===== config.mk =====
export PLATFORM = sky130hd
export DESIGN_NAME = adc_lowpower_config_control
export DESIGN_NICKNAME = d
export VERILOG_FILES = /design/src/adc_lp_pkg.sv /design/src/adc_lowpower_config_control.sv
export VERILOG_INCLUDE_DIRS = /design/src
export SDC_FILE = /design/constraint.sdc
export NUM_CORES = 1
export LEC_CHECK = 0
export BUFFER_PORTS_ARGS = -buffer_cell sky130_fd_sc_hd__buf_2
export CORE_MARGIN = 10
export CORE_UTILIZATION = 50
export CTS_CLUSTER_DIAMETER = 100
export CTS_CLUSTER_SIZE = 40
export DETAILED_ROUTE_END_ITERATION = 10
export GPL_ROUTABILITY_DRIVEN = 1
export PLACE_DENSITY = 0.74
export SLEW_MARGIN = 20
export SYNTH_ARGS = -nofsm -noshare
export SYNTH_HDL_FRONTEND = slang
export SYNTH_SLANG_ARGS = --single-unit

===== constraint.sdc =====
create_clock -name ref_clk -period 3.3 [get_ports ref_clk]
set_input_delay 0.165 -clock ref_clk [delete_from_list [all_inputs] [get_ports ref_clk]]
set_output_delay 0.165 -clock ref_clk [all_outputs]
set_load 0.005 [all_outputs]

===== src/adc_lp_defs.svh =====
/*
 * register offsets, field positions, reset values and timing counts of the
 * converter control block; assumes inclusion by bare name, no processes here
 */
`ifndef ADC_LP_DEFS_SVH
`define ADC_LP_DEFS_SVH

`define OFS_CFG        3'h0
`define OFS_SC2        3'h1
`define OFS_SC1        3'h2
`define OFS_RES_HI     3'h3
`define OFS_RES_LO     3'h4
`define OFS_CMP_HI     3'h5
`define OFS_CMP_LO     3'h6
`define OFS_STOP_CTL   3'h7

`define CFG_LPC        7
`define CFG_DIV_HI     6
`define CFG_DIV_LO     5
`define CFG_LSMP       4
`define CFG_MODE_HI    3
`define CFG_MODE_LO    2
`define CFG_ICLK_HI    1
`define CFG_ICLK_LO    0

`define SC2_ACT        7
`define SC2_TRG        6
`define SC2_CFE        5
`define SC2_CGT        4

`define SC1_CONVERSION_COMPLETE_FLAG       7
`define SC1_COMPLETE_IRQ_ENABLE       6
`define SC1_CONTINUOUS_CONVERSION_ENABLE       5
`define SC1_CH_HI      4

`define ICLK_ASYNC     2'h3
`define MODE_10BIT     2'h2
`define CH_OFF         5'h1F
`define RST_BYTE       8'h00
`define RST_CH         5'h1F

`define SAMPLE_SHORT   8'h04
`define SAMPLE_LONG    8'h18
`define BITS_8         8'h08
`define BITS_10        8'h0A
`define BITS_12        8'h0C
`define DIV_ZERO       4'h0

`endif


===== src/adc_lp_pkg.sv =====
/*
 * types shared by the converter control block; assumes the defs header
 */
package adc_lp_pkg;
    typedef enum logic [2:0] {
        ST_IDLE   = 3'b001,
        ST_SAMPLE = 3'b010,
        ST_CONV   = 3'b100
    } conv_state_t;
endpackage


===== src/adc_lowpower_config_control.sv =====
/*
 * converter control: registers over avalon-mm, conversion sequencer with
 * stop3/stop1-2 handling, blocking of results during split reads.
 * assumes a power manager drives the stop inputs synchronously, an analog
 * core result arrives as a bus input, and the hw trigger is an async pin.
 */
`timescale 1ns/10ps
`include "adc_lp_defs.svh"

// Contract
// - stop3 without async clock aborts to idle
// - stop3 entry/exit keeps result bytes
// - after abort, wait for fresh trigger
// - async clock selected: keep running in stop3
// - running conversion completes in stop3 only with async clock selected
// - stop3 starts on hw trigger or continuous
// - completion sets flag, irq when enabled
// - deep stop disables, registers reset
// - configuration register field layout
// - divider 00 undivided, source 00 bus
// - mode 10 gives ten-bit conversion
// - sc2 bit7 shows conversion active
// - sc2 bit6 selects trigger, 0 software
// - sc2 bit5 compare enable, bit4 direction
// - sc2 bits3:0 read zero
// - sc1 bit7 completion flag, bit6 irq enable
// - sc1 bit5 continuous, else one per trigger
// - sc1 bits4:0 channel select
// - split read blocks and discards result
module adc_lowpower_config_control
    import adc_lp_pkg::*;
#(
    parameter int CNT_W = 8
) (
    input  wire logic        ref_clk,
    input  wire logic        rst_b,
    input  wire logic [2:0]  avs_address,
    input  wire logic        avs_read,
    input  wire logic        avs_write,
    input  wire logic [31:0] avs_writedata,
    output logic      [31:0] avs_readdata,
    output logic             avs_waitrequest,
    input  wire logic        stop3_mode,
    input  wire logic        deep_stop_mode,
    input  wire logic        async_conv_clock_tick,
    input  wire logic        hw_trigger_pin,
    input  wire logic [11:0] analog_result,
    output logic             complete_irq,
    output logic             wake_request,
    output logic [4:0]       input_channel_select,
    output logic             conversion_clock_on
);

    conv_state_t       state_q, state_d;
    logic [7:0]        cfg_q;
    logic [7:0]        sc2_q;
    logic [6:0]        sc1_q;
    logic              conversion_complete_flag_q;
    logic [7:0]        res_hi_q, res_lo_q;
    logic [7:0]        cmp_hi_q, cmp_lo_q;
    logic              hi_read_q;
    logic [CNT_W-1:0]  cnt_q;
    logic [3:0]        div_q;
    logic              trg_s1_q, trg_s2_q, trg_s3_q;
    logic              ack_s1_q, ack_s2_q, ack_s3_q;
    logic              bus_ack_q;
    logic [31:0]       rdata_q;
    logic              irq_q, wake_q, clkon_q;
    logic              wait_q;             // registered waitrequest, idle high

    // clock divider ratio minus one for a divider code
    function automatic logic [3:0] div_last(input logic [1:0] code);
        div_last = (4'h1 << code) - 4'h1;
    endfunction

    // conversion cycles after sampling, by resolution code
    function automatic logic [7:0] conv_len(input logic [1:0] mode);
        case (mode)
            2'h0:    conv_len = `BITS_8;
            2'h2:    conv_len = `BITS_10;
            default: conv_len = `BITS_12;
        endcase
    endfunction

    // decode of the bus access
    wire        wr_hit     = avs_write && !bus_ack_q;
    wire        rd_hit     = avs_read && !bus_ack_q;
    wire        wr_cfg     = wr_hit && avs_address == `OFS_CFG;
    wire        wr_sc2     = wr_hit && avs_address == `OFS_SC2;
    wire        wr_sc1     = wr_hit && avs_address == `OFS_SC1;
    wire        wr_cmp     = wr_hit && (avs_address == `OFS_CMP_HI ||
                                        avs_address == `OFS_CMP_LO);
    wire        rd_hi      = rd_hit && avs_address == `OFS_RES_HI;
    wire        rd_lo      = rd_hit && avs_address == `OFS_RES_LO;
    wire        rd_sc1     = rd_hit && avs_address == `OFS_SC1;

    // clock source and activity decode
    wire        async_sel  = cfg_q[`CFG_ICLK_HI:`CFG_ICLK_LO] == `ICLK_ASYNC;
    wire        ack_edge   = ack_s2_q && !ack_s3_q;
    wire        in_tick    = async_sel ? ack_edge : 1'b1;
    wire        halted     = stop3_mode && !async_sel;
    wire        conversion_clock_tick  = in_tick && !halted && div_q == `DIV_ZERO;
    wire        trg_edge   = trg_s2_q && !trg_s3_q;
    wire        hw_mode    = sc2_q[`SC2_TRG];
    wire        cont_mode  = sc1_q[`SC1_CONTINUOUS_CONVERSION_ENABLE];
    wire        ch_on      = sc1_q[4:0] != `CH_OFF;
    wire        sw_start   = wr_sc1 && avs_writedata[4:0] != `CH_OFF && !hw_mode;
    wire        hw_start   = hw_mode && trg_edge && ch_on && !halted;
    wire        abort      = wr_cfg || wr_sc2 || wr_cmp || wr_sc1 || halted;
    wire [7:0]  samp_len   = cfg_q[`CFG_LSMP] ? `SAMPLE_LONG : `SAMPLE_SHORT;
    wire        active     = state_q != ST_IDLE;
    wire        conv_done  = state_q == ST_CONV && conversion_clock_tick &&
                             cnt_q == CNT_W'(conv_len(cfg_q[`CFG_MODE_HI:`CFG_MODE_LO]));

    // compare function: result minus compare value
    wire [11:0] cmp_val    = {cmp_hi_q[3:0], cmp_lo_q};
    wire [11:0] diff       = analog_result - cmp_val;
    wire        ge         = analog_result >= cmp_val;
    wire        cmp_true   = sc2_q[`SC2_CGT] ? ge : !ge;
    wire        cmp_en     = sc2_q[`SC2_CFE];
    wire [11:0] xfer_val   = cmp_en ? diff : analog_result;
    wire        want_xfer  = conv_done && (!cmp_en || cmp_true);
    wire        blocked    = hi_read_q;
    wire        do_xfer    = want_xfer && !blocked;
    wire        restart    = conv_done && ((blocked && want_xfer) ||
                                           cont_mode || (blocked && !cmp_en));
    wire        set_conversion_complete_flag   = do_xfer;

    // sequencer next state
    always_comb begin
        state_d = state_q;
        case (state_q)
            ST_IDLE: begin
                if (sw_start || hw_start) begin
                    state_d = ST_SAMPLE;
                end
            end
            ST_SAMPLE: begin
                if (conversion_clock_tick && cnt_q == CNT_W'(samp_len)) begin
                    state_d = ST_CONV;
                end
            end
            ST_CONV: begin
                if (conv_done) begin
                    state_d = (restart && (!hw_mode || cont_mode || blocked))
                              ? ST_SAMPLE : ST_IDLE;
                end
            end
            default: state_d = ST_IDLE;
        endcase
        if (abort && !sw_start) begin
            state_d = ST_IDLE;
        end else if (abort && sw_start) begin
            state_d = ST_SAMPLE;
        end
    end

    // pin synchronisers
    always_ff @(posedge ref_clk) begin
        trg_s1_q <= hw_trigger_pin;
        trg_s2_q <= trg_s1_q;
        trg_s3_q <= trg_s2_q;
        ack_s1_q <= async_conv_clock_tick;
        ack_s2_q <= ack_s1_q;
        ack_s3_q <= ack_s2_q;
    end

    // sequencer, divider and phase counter
    always_ff @(posedge ref_clk) begin
        if (!rst_b || deep_stop_mode) begin
            state_q <= ST_IDLE;
            cnt_q   <= '0;
            div_q   <= `DIV_ZERO;
        end else begin
            state_q <= state_d;
            if (in_tick && !halted) begin
                div_q <= (div_q == `DIV_ZERO) ?
                         div_last(cfg_q[`CFG_DIV_HI:`CFG_DIV_LO]) : div_q - 4'h1;
            end
            if (state_d != state_q || !active) begin
                cnt_q <= '0;
            end else if (conversion_clock_tick) begin
                cnt_q <= cnt_q + CNT_W'(1);
            end
        end
    end

    // configuration registers
    always_ff @(posedge ref_clk) begin
        if (!rst_b || deep_stop_mode) begin
            cfg_q    <= `RST_BYTE;
            sc2_q    <= `RST_BYTE;
            sc1_q    <= {2'h0, `RST_CH};
            cmp_hi_q <= `RST_BYTE;
            cmp_lo_q <= `RST_BYTE;
        end else begin
            if (wr_cfg) begin
                cfg_q <= avs_writedata[7:0];
            end
            if (wr_sc2) begin
                sc2_q <= {1'b0, avs_writedata[6:4], 4'h0};
            end
            if (wr_sc1) begin
                sc1_q <= avs_writedata[6:0];
            end
            if (wr_hit && avs_address == `OFS_CMP_HI) begin
                cmp_hi_q <= avs_writedata[7:0];
            end
            if (wr_hit && avs_address == `OFS_CMP_LO) begin
                cmp_lo_q <= avs_writedata[7:0];
            end
        end
    end

    // results, completion flag and read blocking; stop3 leaves them alone
    always_ff @(posedge ref_clk) begin
        if (!rst_b || deep_stop_mode) begin
            res_hi_q  <= `RST_BYTE;
            res_lo_q  <= `RST_BYTE;
            conversion_complete_flag_q    <= 1'b0;
            hi_read_q <= 1'b0;
        end else begin
            if (do_xfer) begin
                res_hi_q <= {4'h0, xfer_val[11:8]};
                res_lo_q <= xfer_val[7:0];
            end
            if (set_conversion_complete_flag) begin
                conversion_complete_flag_q <= 1'b1;
            end else if (wr_sc1 || rd_lo || wr_cfg || wr_sc2 || wr_cmp) begin
                conversion_complete_flag_q <= 1'b0;
            end
            if (rd_lo) begin
                hi_read_q <= 1'b0;
            end else if (rd_hi && cfg_q[`CFG_MODE_HI:`CFG_MODE_LO] != 2'h0) begin
                hi_read_q <= 1'b1;
            end
        end
    end

    // read data mux
    wire [31:0] rd_mux =
        (avs_address == `OFS_CFG)      ? {24'h0, cfg_q} :
        (avs_address == `OFS_SC2)      ? {24'h0, active, sc2_q[6:4], 4'h0} :
        (avs_address == `OFS_SC1)      ? {24'h0, conversion_complete_flag_q, sc1_q} :
        (avs_address == `OFS_RES_HI)   ? {24'h0, res_hi_q} :
        (avs_address == `OFS_RES_LO)   ? {24'h0, res_lo_q} :
        (avs_address == `OFS_CMP_HI)   ? {24'h0, cmp_hi_q} :
        (avs_address == `OFS_CMP_LO)   ? {24'h0, cmp_lo_q} :
        {30'h0, stop3_mode, deep_stop_mode};

    // bus answer one cycle after the request, outputs registered
    always_ff @(posedge ref_clk) begin
        if (!rst_b) begin
            bus_ack_q <= 1'b0;
            wait_q    <= 1'b1;
            rdata_q   <= 32'h0;
            irq_q     <= 1'b0;
            wake_q    <= 1'b0;
            clkon_q   <= 1'b0;
        end else begin
            bus_ack_q <= (avs_read || avs_write) && !bus_ack_q;
            wait_q    <= !((avs_read || avs_write) && !bus_ack_q); // mirrors the answer flop
            if (rd_hit) begin
                rdata_q <= rd_mux;
            end
            irq_q   <= conversion_complete_flag_q && sc1_q[`SC1_COMPLETE_IRQ_ENABLE] && !deep_stop_mode;
            wake_q  <= conversion_complete_flag_q && sc1_q[`SC1_COMPLETE_IRQ_ENABLE] && stop3_mode && !deep_stop_mode;
            clkon_q <= active && !deep_stop_mode;
        end
    end

    assign avs_readdata         = rdata_q;
    assign avs_waitrequest      = wait_q;
    assign complete_irq         = irq_q;
    assign wake_request         = wake_q;
    assign input_channel_select = sc1_q[4:0];
    assign conversion_clock_on  = clkon_q;

endmodule // adc_lowpower_config_control


==> summary.md, run 1 <==
The flow ran to the end, and the final reports show no timing, DRC or antenna violations. In this run, synthesis produced a sequential element count of 82. The number of flops mapped to enable cells by yosys is 0, and the area of the core is 9240 µm².

Power density normalized to cell area: 391.4 nW/µm². The H-tree was split into 3 levels. The die span in x is 117.5 µm, and the number of instances in the synthesized netlist is 559. By instance count, the cell type seen most on the critical path is or4_1. A synthesized cell averages 8.508 µm². For the number of maximum-capacitance constraint violations, the log shows 0. The Yosys warning count came out at 0.

After floorplanning, the core was divided into 35 placement rows. The count of nets left with antenna violations once routing finished came out at 0. The logs give 0 for the initial antenna violation count and 0 for the number of setup violations in the final report. After synthesis the cells add up to 4756 µm².

Global routing consumed, over all layers together, 17.25% of the routing resources. After clock tree synthesis, the repair step resized 0 gates. In this run the tightest slew margin relative to its limit is 55.62%. The total number of vias was 4125; the detail-routed via count per cell was 5.666. The total negative slack is 0 ns. The logs give 265 for the initial detailed-routing violation count and 0 for the antenna cell count. The endpoint required time on the critical path came out at 3.55 ns. For the pin with the worst max-slew slack, the measured transition is 0.6638 ns. Classification of the worst-slack hold path: in -> reg. After synthesis, the share of flip-flops with an asynchronous set or reset is 0%.

In the layout the commonest cells are dfxtp_1 (82), nor2_1 (73), mux2i_1 (52). Highest-delay cell along the critical path: or4_1. The count of port buffers added during placement works out to 47.

The cell sitting at the root of the clock tree is a clkbuf_8. TritonCTS built the clock tree. Clock tree synthesis inserted a total of 9 buffers. After detailed routing, the total wire length is 12.11 mm. At the end of the flow, the number of nets in the layout was 665. The clock slew at the register clock pins of the worst setup and hold paths is 0.08 ns. The wire length of the first global-routing pass was 19.94 mm; the remaining global-route overflow was 0. The critical path goes through or4_1 -> a311o_1 -> or4_1 -> a311oi_2 -> buf_4 -> o21ai_0 -> a41o_1.

For this run, the leading register cell type out of synthesis is dfxtp_1. The logs give 0 for the number of slew-limit violations in the final report and 0 for the number of hold violations in the final report. Cells with a size suffix above 1 make up 15.03% of the layout. Sequential elements use 34.52% of the synthesized area.

The family with the most delay on the worst path was simple AND/OR/NAND/NOR gates. The filler cells instantiated in the layout total 818. Based on the critical path, the design can be clocked at up to 325.1 MHz. The worst setup path is launched from a register.

The logs give 0.008880 ns for the setup skew after layout and 38 for the largest net degree at the start of global routing. Once the floorplan was initialized, standard cells occupied 51.47% of the core. STA classifies the critical path endpoint as a register.

After detailed routing, the number of remaining DRC violations is 0. The worst path buffer plus inverter count is 1, and the arrival time at the worst endpoint is 3.33 ns. The multi-input gate area in the final layout came out at 2784 µm². Summed over all cells, the static leakage comes to 0.002108 µW. Routed length per placed instance: 16.63 µm. The floorplan step set the die height to 117.5 µm.

Of all nets on the critical path, the largest fanout is 20. The detailed-router iteration count before antenna repair came out at 5. The run gives 65 as the distinct cell type count of the synthesized netlist. The most frequent standard cell in the layout excluding fill and tap cells is dfxtp_1. The type of the worst setup path was reg -> reg. The final core area utilization is 56.40%, and the number of global-route vias before repair is 4034. Pin placement for this block handled 96 I/O pins. Of the available clock period, the critical path in the final layout requires 93.22%. Clock tree synthesis found a total of 82 sinks. The longest clock path from root to sink contains 2 buffers. The clock period minus worst slack came out at 3.076 ns.

The highest cell delay on the worst timing path was 0.69 ns; the detailed-placement wirelength estimate was 9.175 mm. The post-synthesis to final-layout area growth was 9.576%; the maximum VDD drop was 161.3 µV. The floorplan step defined a die boundary enclosing 13810 µm².

Clock latency on the worst-skew pair, taken at its later pin, is 0.36 ns. The logs give 1642 µm² for the area taken by flip-flops and latches and 0.8891 for the routability-driven placement congestion ratio. Setup repair after global routing left no endpoint under its margin.
-- path summary, 6_finish.rpt --
path,to,slack [ns],start,cells after the start
setup / recovery,res_hi_q[1]$_SDFFE_PP0P_,0.22,div_q[0]$_SDFFE_PP0P_,7
hold / removal,avs_waitrequest$_SDFF_PN1_,0.05,avs_read,2
setup reg to reg,res_hi_q[1]$_SDFFE_PP0P_,0.22,div_q[0]$_SDFFE_PP0P_,7
hold reg to reg,trg_s2_q$_DFF_P_,0.33,trg_s1_q$_DFF_P_,0
-- flip-flops by register name, summed over array words and instances (netlist names) --
register,flops
cmp_lo_q,8
cmp_hi_q,8
res_hi_q,4
ack_s1_q,1
avs_waitrequest,1
trg_s1_q,1
res_lo_q,8
trg_s3_q,1
conversion_complete_flag_q,1
ack_s2_q,1
div_q,4
blocked,1
bus_ack_q,1
ack_s3_q,1
complete_irq,1
avs_readdata,8
sc2_q,3
sc1_q,7
cnt_q,8
wake_request,1
state_q,3
cfg_q,8
conversion_clock_on,1
trg_s2_q,1
-- report_power, final --
part / internal, µW / leakage, µW / switching [µW]
registers: 1000 / 0.000665 / 8.07
clock network: 429 / 0.000101 / 355
logic: 95.2 / 0.00134 / 150
-- final cells by class --
| type | count | area share [%] |
|---|---|---|
| clock buffers | 12 | 2.593 |
| clock inverters | 4 | 1.465 |
| inverters | 22 | 1.585 |
| multi-input cells | 420 | 53.42 |
| flip-flops and latches | 82 | 31.50 |
| well taps | 129 | 3.097 |
| repair buffers | 59 | 6.339 |
-- metal layers --
metal	routed length [µm]	GRT usage, %
met5	0	0
met4	231	5.719
met3	959	4.700
met2	5582	28.04
met1	5335	21.49
-- stage by stage --
step                power [µW]  hold slack (ns)  setup slack [ns]  instances  area (µm²)
finish                    2040          0.04977            0.2239        728        5211
global route              2123          0.05197           0.07215        728        5211
CTS                       2049          0.03660            0.2470        728        5211
detailed placement        1272           0.2691            0.2819        710        4980
global placement          1265           0.2675            0.3393        710        4980
floorplan                 1216           0.1927            0.5556        582        4842
-- cells by family (layout without fill, tap and decap cells) --
| logic type | count (synthesis) | in the layout | synth area share, % |
|---|---|---|---|
| and+or+nand+nor | 187 | 187 | 19.28 |
| AOI/OAI and AO/OA | 120 | 120 | 17.34 |
| DFF | 82 | 82 | 34.52 |
| buffers and inverters | 80 | 97 | 8.761 |
| muxes | 59 | 59 | 13.08 |
| adders and majority gates | 16 | 16 | 4.367 |
| xor gates and xnor gates | 14 | 14 | 2.578 |
| other | 1 | 24 | 0.07885 |
-- Yosys cell counts (6+ instances only) --
cell type  number  area [µm²]
a211oi_1       30       225.2
a21oi_1        29       145.1
a31oi_1         6       37.54
buf_4          30       225.2
clkbuf_1       22       82.58
dfxtp_1        82        1642
ha_1           15       187.7
inv_1          22       82.58
mux2i_1        52       520.5
nand2_1        37       138.9
nand2b_1        6       37.54
nand4_1         8       50.05
nor2_1         73       274.0
nor2b_1        15       93.84
nor3_1          8       40.04
o21ai_0        17       85.08
xnor2_1         9       78.83
-- timing repair --
item	4_1_cts	5_1_grt
endpoints found under the hold margin	2	0
hold buffers	2	0
setup endpoints to repair	0	0
buffers inserted	0	0
No activity file was read; power rests on OpenSTA's default activity.
==> run 2, diff against run 1 <==
CORE_ASPECT_RATIO = 2   (was not set)
==> run 2 against run 1 <==
Net effect: sequential cell count unchanged; cell area increased by 1.4%; clock power increased by 29%; clock skew increased by 0.00085 ns; critical endpoint is now cnt_q[4]$_SDFFE_PP0P_; largest power group unchanged; die area increased by 1.7%; global-route usage increased by 2.1 points; worst hold slack improved by 0.039 ns; final cell count decreased by 3.2%; routed wire length increased by 8.0%.
==> summary.md, run 2 (synthesis results as in run 1) <==
The first routing iteration left 272 violations. The tools report the initial antenna violation count as 0. The post-route netlist has 15.64% of its cells at a drive strength greater than 1. Number of setup violations in the final report: 0. The run gives 10.23 mm as the detailed-placement wirelength estimate. The critical path startpoint category is a register.

The worst pin sits at a relative slew slack of 45.69%. The run gives 0 ns as the total negative slack. Post-CTS repair changed the size of 0 cells. The register-to-register setup slack is 0.29 ns. The design draws 2277 µW.

In this run the tool buffered the top-level ports with 47 buffer cells. Remaining number of nets flagged by the antenna check after routing: 0. The capturing point of the worst reg2reg path was cnt_q[4]$_SDFFE_PP0P_. The H-tree was split into 3 levels. Setup repair after global routing left no endpoint under its margin.

Leaving out fill and tap cells, the most frequent cells in the layout are dfxtp_1 (82), nor2_1 (73), mux2i_1 (52). The die covers 14050 µm². The clock slew at the register clock pins of the worst setup and hold paths was 0.06 ns; the number of cells in the finished layout apart from fillers was 705.

The area of the core came out at 9321 µm². The worst hold path terminates at avs_waitrequest$_SDFF_PN1_. The first global-routing pass estimated 20.97 mm of wire. STA classifies the critical path endpoint as a register.

For this run, design rule violations remaining after detail routing come to 0. Clock latency on the worst-skew pair, taken at its later pin, is 0.34 ns. The peak fanout along the critical path is 8, and the setup skew after layout is 0.009731 ns. The startpoint identified for the worst register-to-register timing path is div_q[0]$_SDFFE_PP0P_. The maximum VDD drop is 267.5 µV, and the detailed-router iteration count before antenna repair is 4. The run gives 0 as the number of hold violations in the final report. The most frequent standard cell in the layout excluding fill and tap cells was dfxtp_1. The number of maximum-capacitance constraint violations is 0, and the routability-driven placement congestion ratio is 0.9416. After detailed routing, the total wire length is 13.07 mm. Data on the critical path arrives at its endpoint at 3.26 ns. In this run the power density over the cells is 430.6 nW/µm². The run gives 0 as the number of slew-limit violations in the final report.

Counting the buffers created by CTS gives 9. In this run the most critical hold path is launched from avs_read. No sink is reached through more buffers than the 2 on the longest clock path. Placed cell area: 4964 µm². The run finished with clean final reports. Counting cells, the worst reg-to-reg path comes to 7. Based on the critical path, the design can be clocked at up to 332.4 MHz. The min-delay analysis places its worst path in the category in -> reg. For the endpoint required time on the critical path, the log shows 3.55 ns. The post-synthesis to final-layout area growth is 11.15%, and the effective utilization at floorplan is 51.02%. The tools report the number of global-route vias before repair as 4139.

For the total number of vias, the log shows 4101. The portion of total power attributed to combinational logic was 11.0%. After layout, the minimum clock period comes to 3.008 ns.

The CTS sink count was 82; the number of cell rows was 50. The antenna cell count is 0. Type of the worst setup path: reg -> reg. The routed length per placed instance is 18.54 µm, and the net total in the final layout is 667.

The run gives 687 as the number of placed instances, taps included. The root buffer cell was clkbuf_16. TritonCTS built the clock tree.

The analysis attributes to net switching a power of 580.0 µW. The cell count of the worst hold path was 2. Using the TritonRoute via totals, the vias-per-cell ratio works out to 5.817. From bottom edge to top edge, the die measures 157.9 µm. The share of total power in the clock network is 44.5%, and the part of the total power dissipated in sequential elements is 44.5%. Across every metal layer, demand over resource in global routing totals 19.31%. The internal portion of total power came out at 1697 µW. The total overflow left after global routing is 0. The die span in x is 88.96 µm, and the largest net degree at the start of global routing is 26. For the pin with the worst max-slew slack, the measured transition is 0.8147 ns.

Net switching is 25.48% of the power. The finished cells cover 5286 µm². For this design the static power due to leakage is 0.002163 µW. The run gives 96 as the number of top-level pins. In the finished design, the share of the clock period the worst path needs comes to 91.16%.
[run 2: worst max-delay path by stage]
| stage | startpoint | to | slack (ns) |
|---|---|---|---|
| 6_report | div_q[0]$_SDFFE_PP0P_ | cnt_q[4]$_SDFFE_PP0P_ | 0.29 |
| 5_1_grt | div_q[0]$_SDFFE_PP0P_ | cnt_q[3]$_SDFFE_PP0P_ | 0.1 |
| 4_1_cts | div_q[0]$_SDFFE_PP0P_ | cnt_q[4]$_SDFFE_PP0P_ | 0.28 |
| 3_5_place_dp | div_q[0]$_SDFFE_PP0P_ | cnt_q[4]$_SDFFE_PP0P_ | 0.29 |
| 3_3_place_gp | div_q[3]$_SDFFE_PP0P_ | res_hi_q[1]$_SDFFE_PP0P_ | 0.38 |
| 2_1_floorplan | div_q[3]$_SDFFE_PP0P_ | res_lo_q[0]$_SDFFE_PP0P_ | 0.56 |
[run 2: stage by stage]
step           hold WS (ns)  util [%]  setup WS [ns]
2_1_floorplan        0.1927         -         0.5556
3_3_place_gp         0.2669     53.25         0.3768
3_5_place_dp         0.2690     53.25         0.2941
4_1_cts             0.08495     56.71         0.2775
5_1_grt              0.1025     56.71        0.09806
6_report            0.08907     56.71         0.2916
[run 2: routing by layer]
layer	GRT usage, %	vias up	routed length, µm
li1	-	2007	-
met1	18.50	1945	4694
met2	35.39	114	7133
met3	3.551	35	446
met4	13.26	0	796
met5	0	-	0
[run 2: power groups by stage]
stage / Clock, µW / Sequential, µW / Combinational (µW)
floorplan: 0 / 1030 / 184
global placement: 0 / 1030 / 238
detailed placement: 0 / 1030 / 244
CTS: 1030 / 1010 / 247
global route: 1070 / 1010 / 276
finish: 1010 / 1010 / 250
[run 2: cell type report]
type / instances / area (µm²)
Fill cell: 862 / 4035
Multi-Input combinational cell: 420 / 2784
Clock buffer: 10 / 229.0
Clock inverter: 6 / 73.82
Timing Repair Buffer: 61 / 345.3
Sequential cell: 82 / 1642
Inverter: 22 / 82.58
Tap cell: 104 / 130.1
[run 2: worst max-delay path: stages (launching register included)]
cell and delay [ns]:
dfxtp_1 0.32, or4_1 0.59, a311o_1 0.35, or4_1 0.68
o2111ai_2 0.13, nand2_2 0.08, or3_1 0.49, a211oi_1 0.27
[run 2: what timing repair did]
action                    4_1_cts  5_1_grt
setup buffers                   0        0
hold endpoints to repair        2        0
hold buffers                    2        0
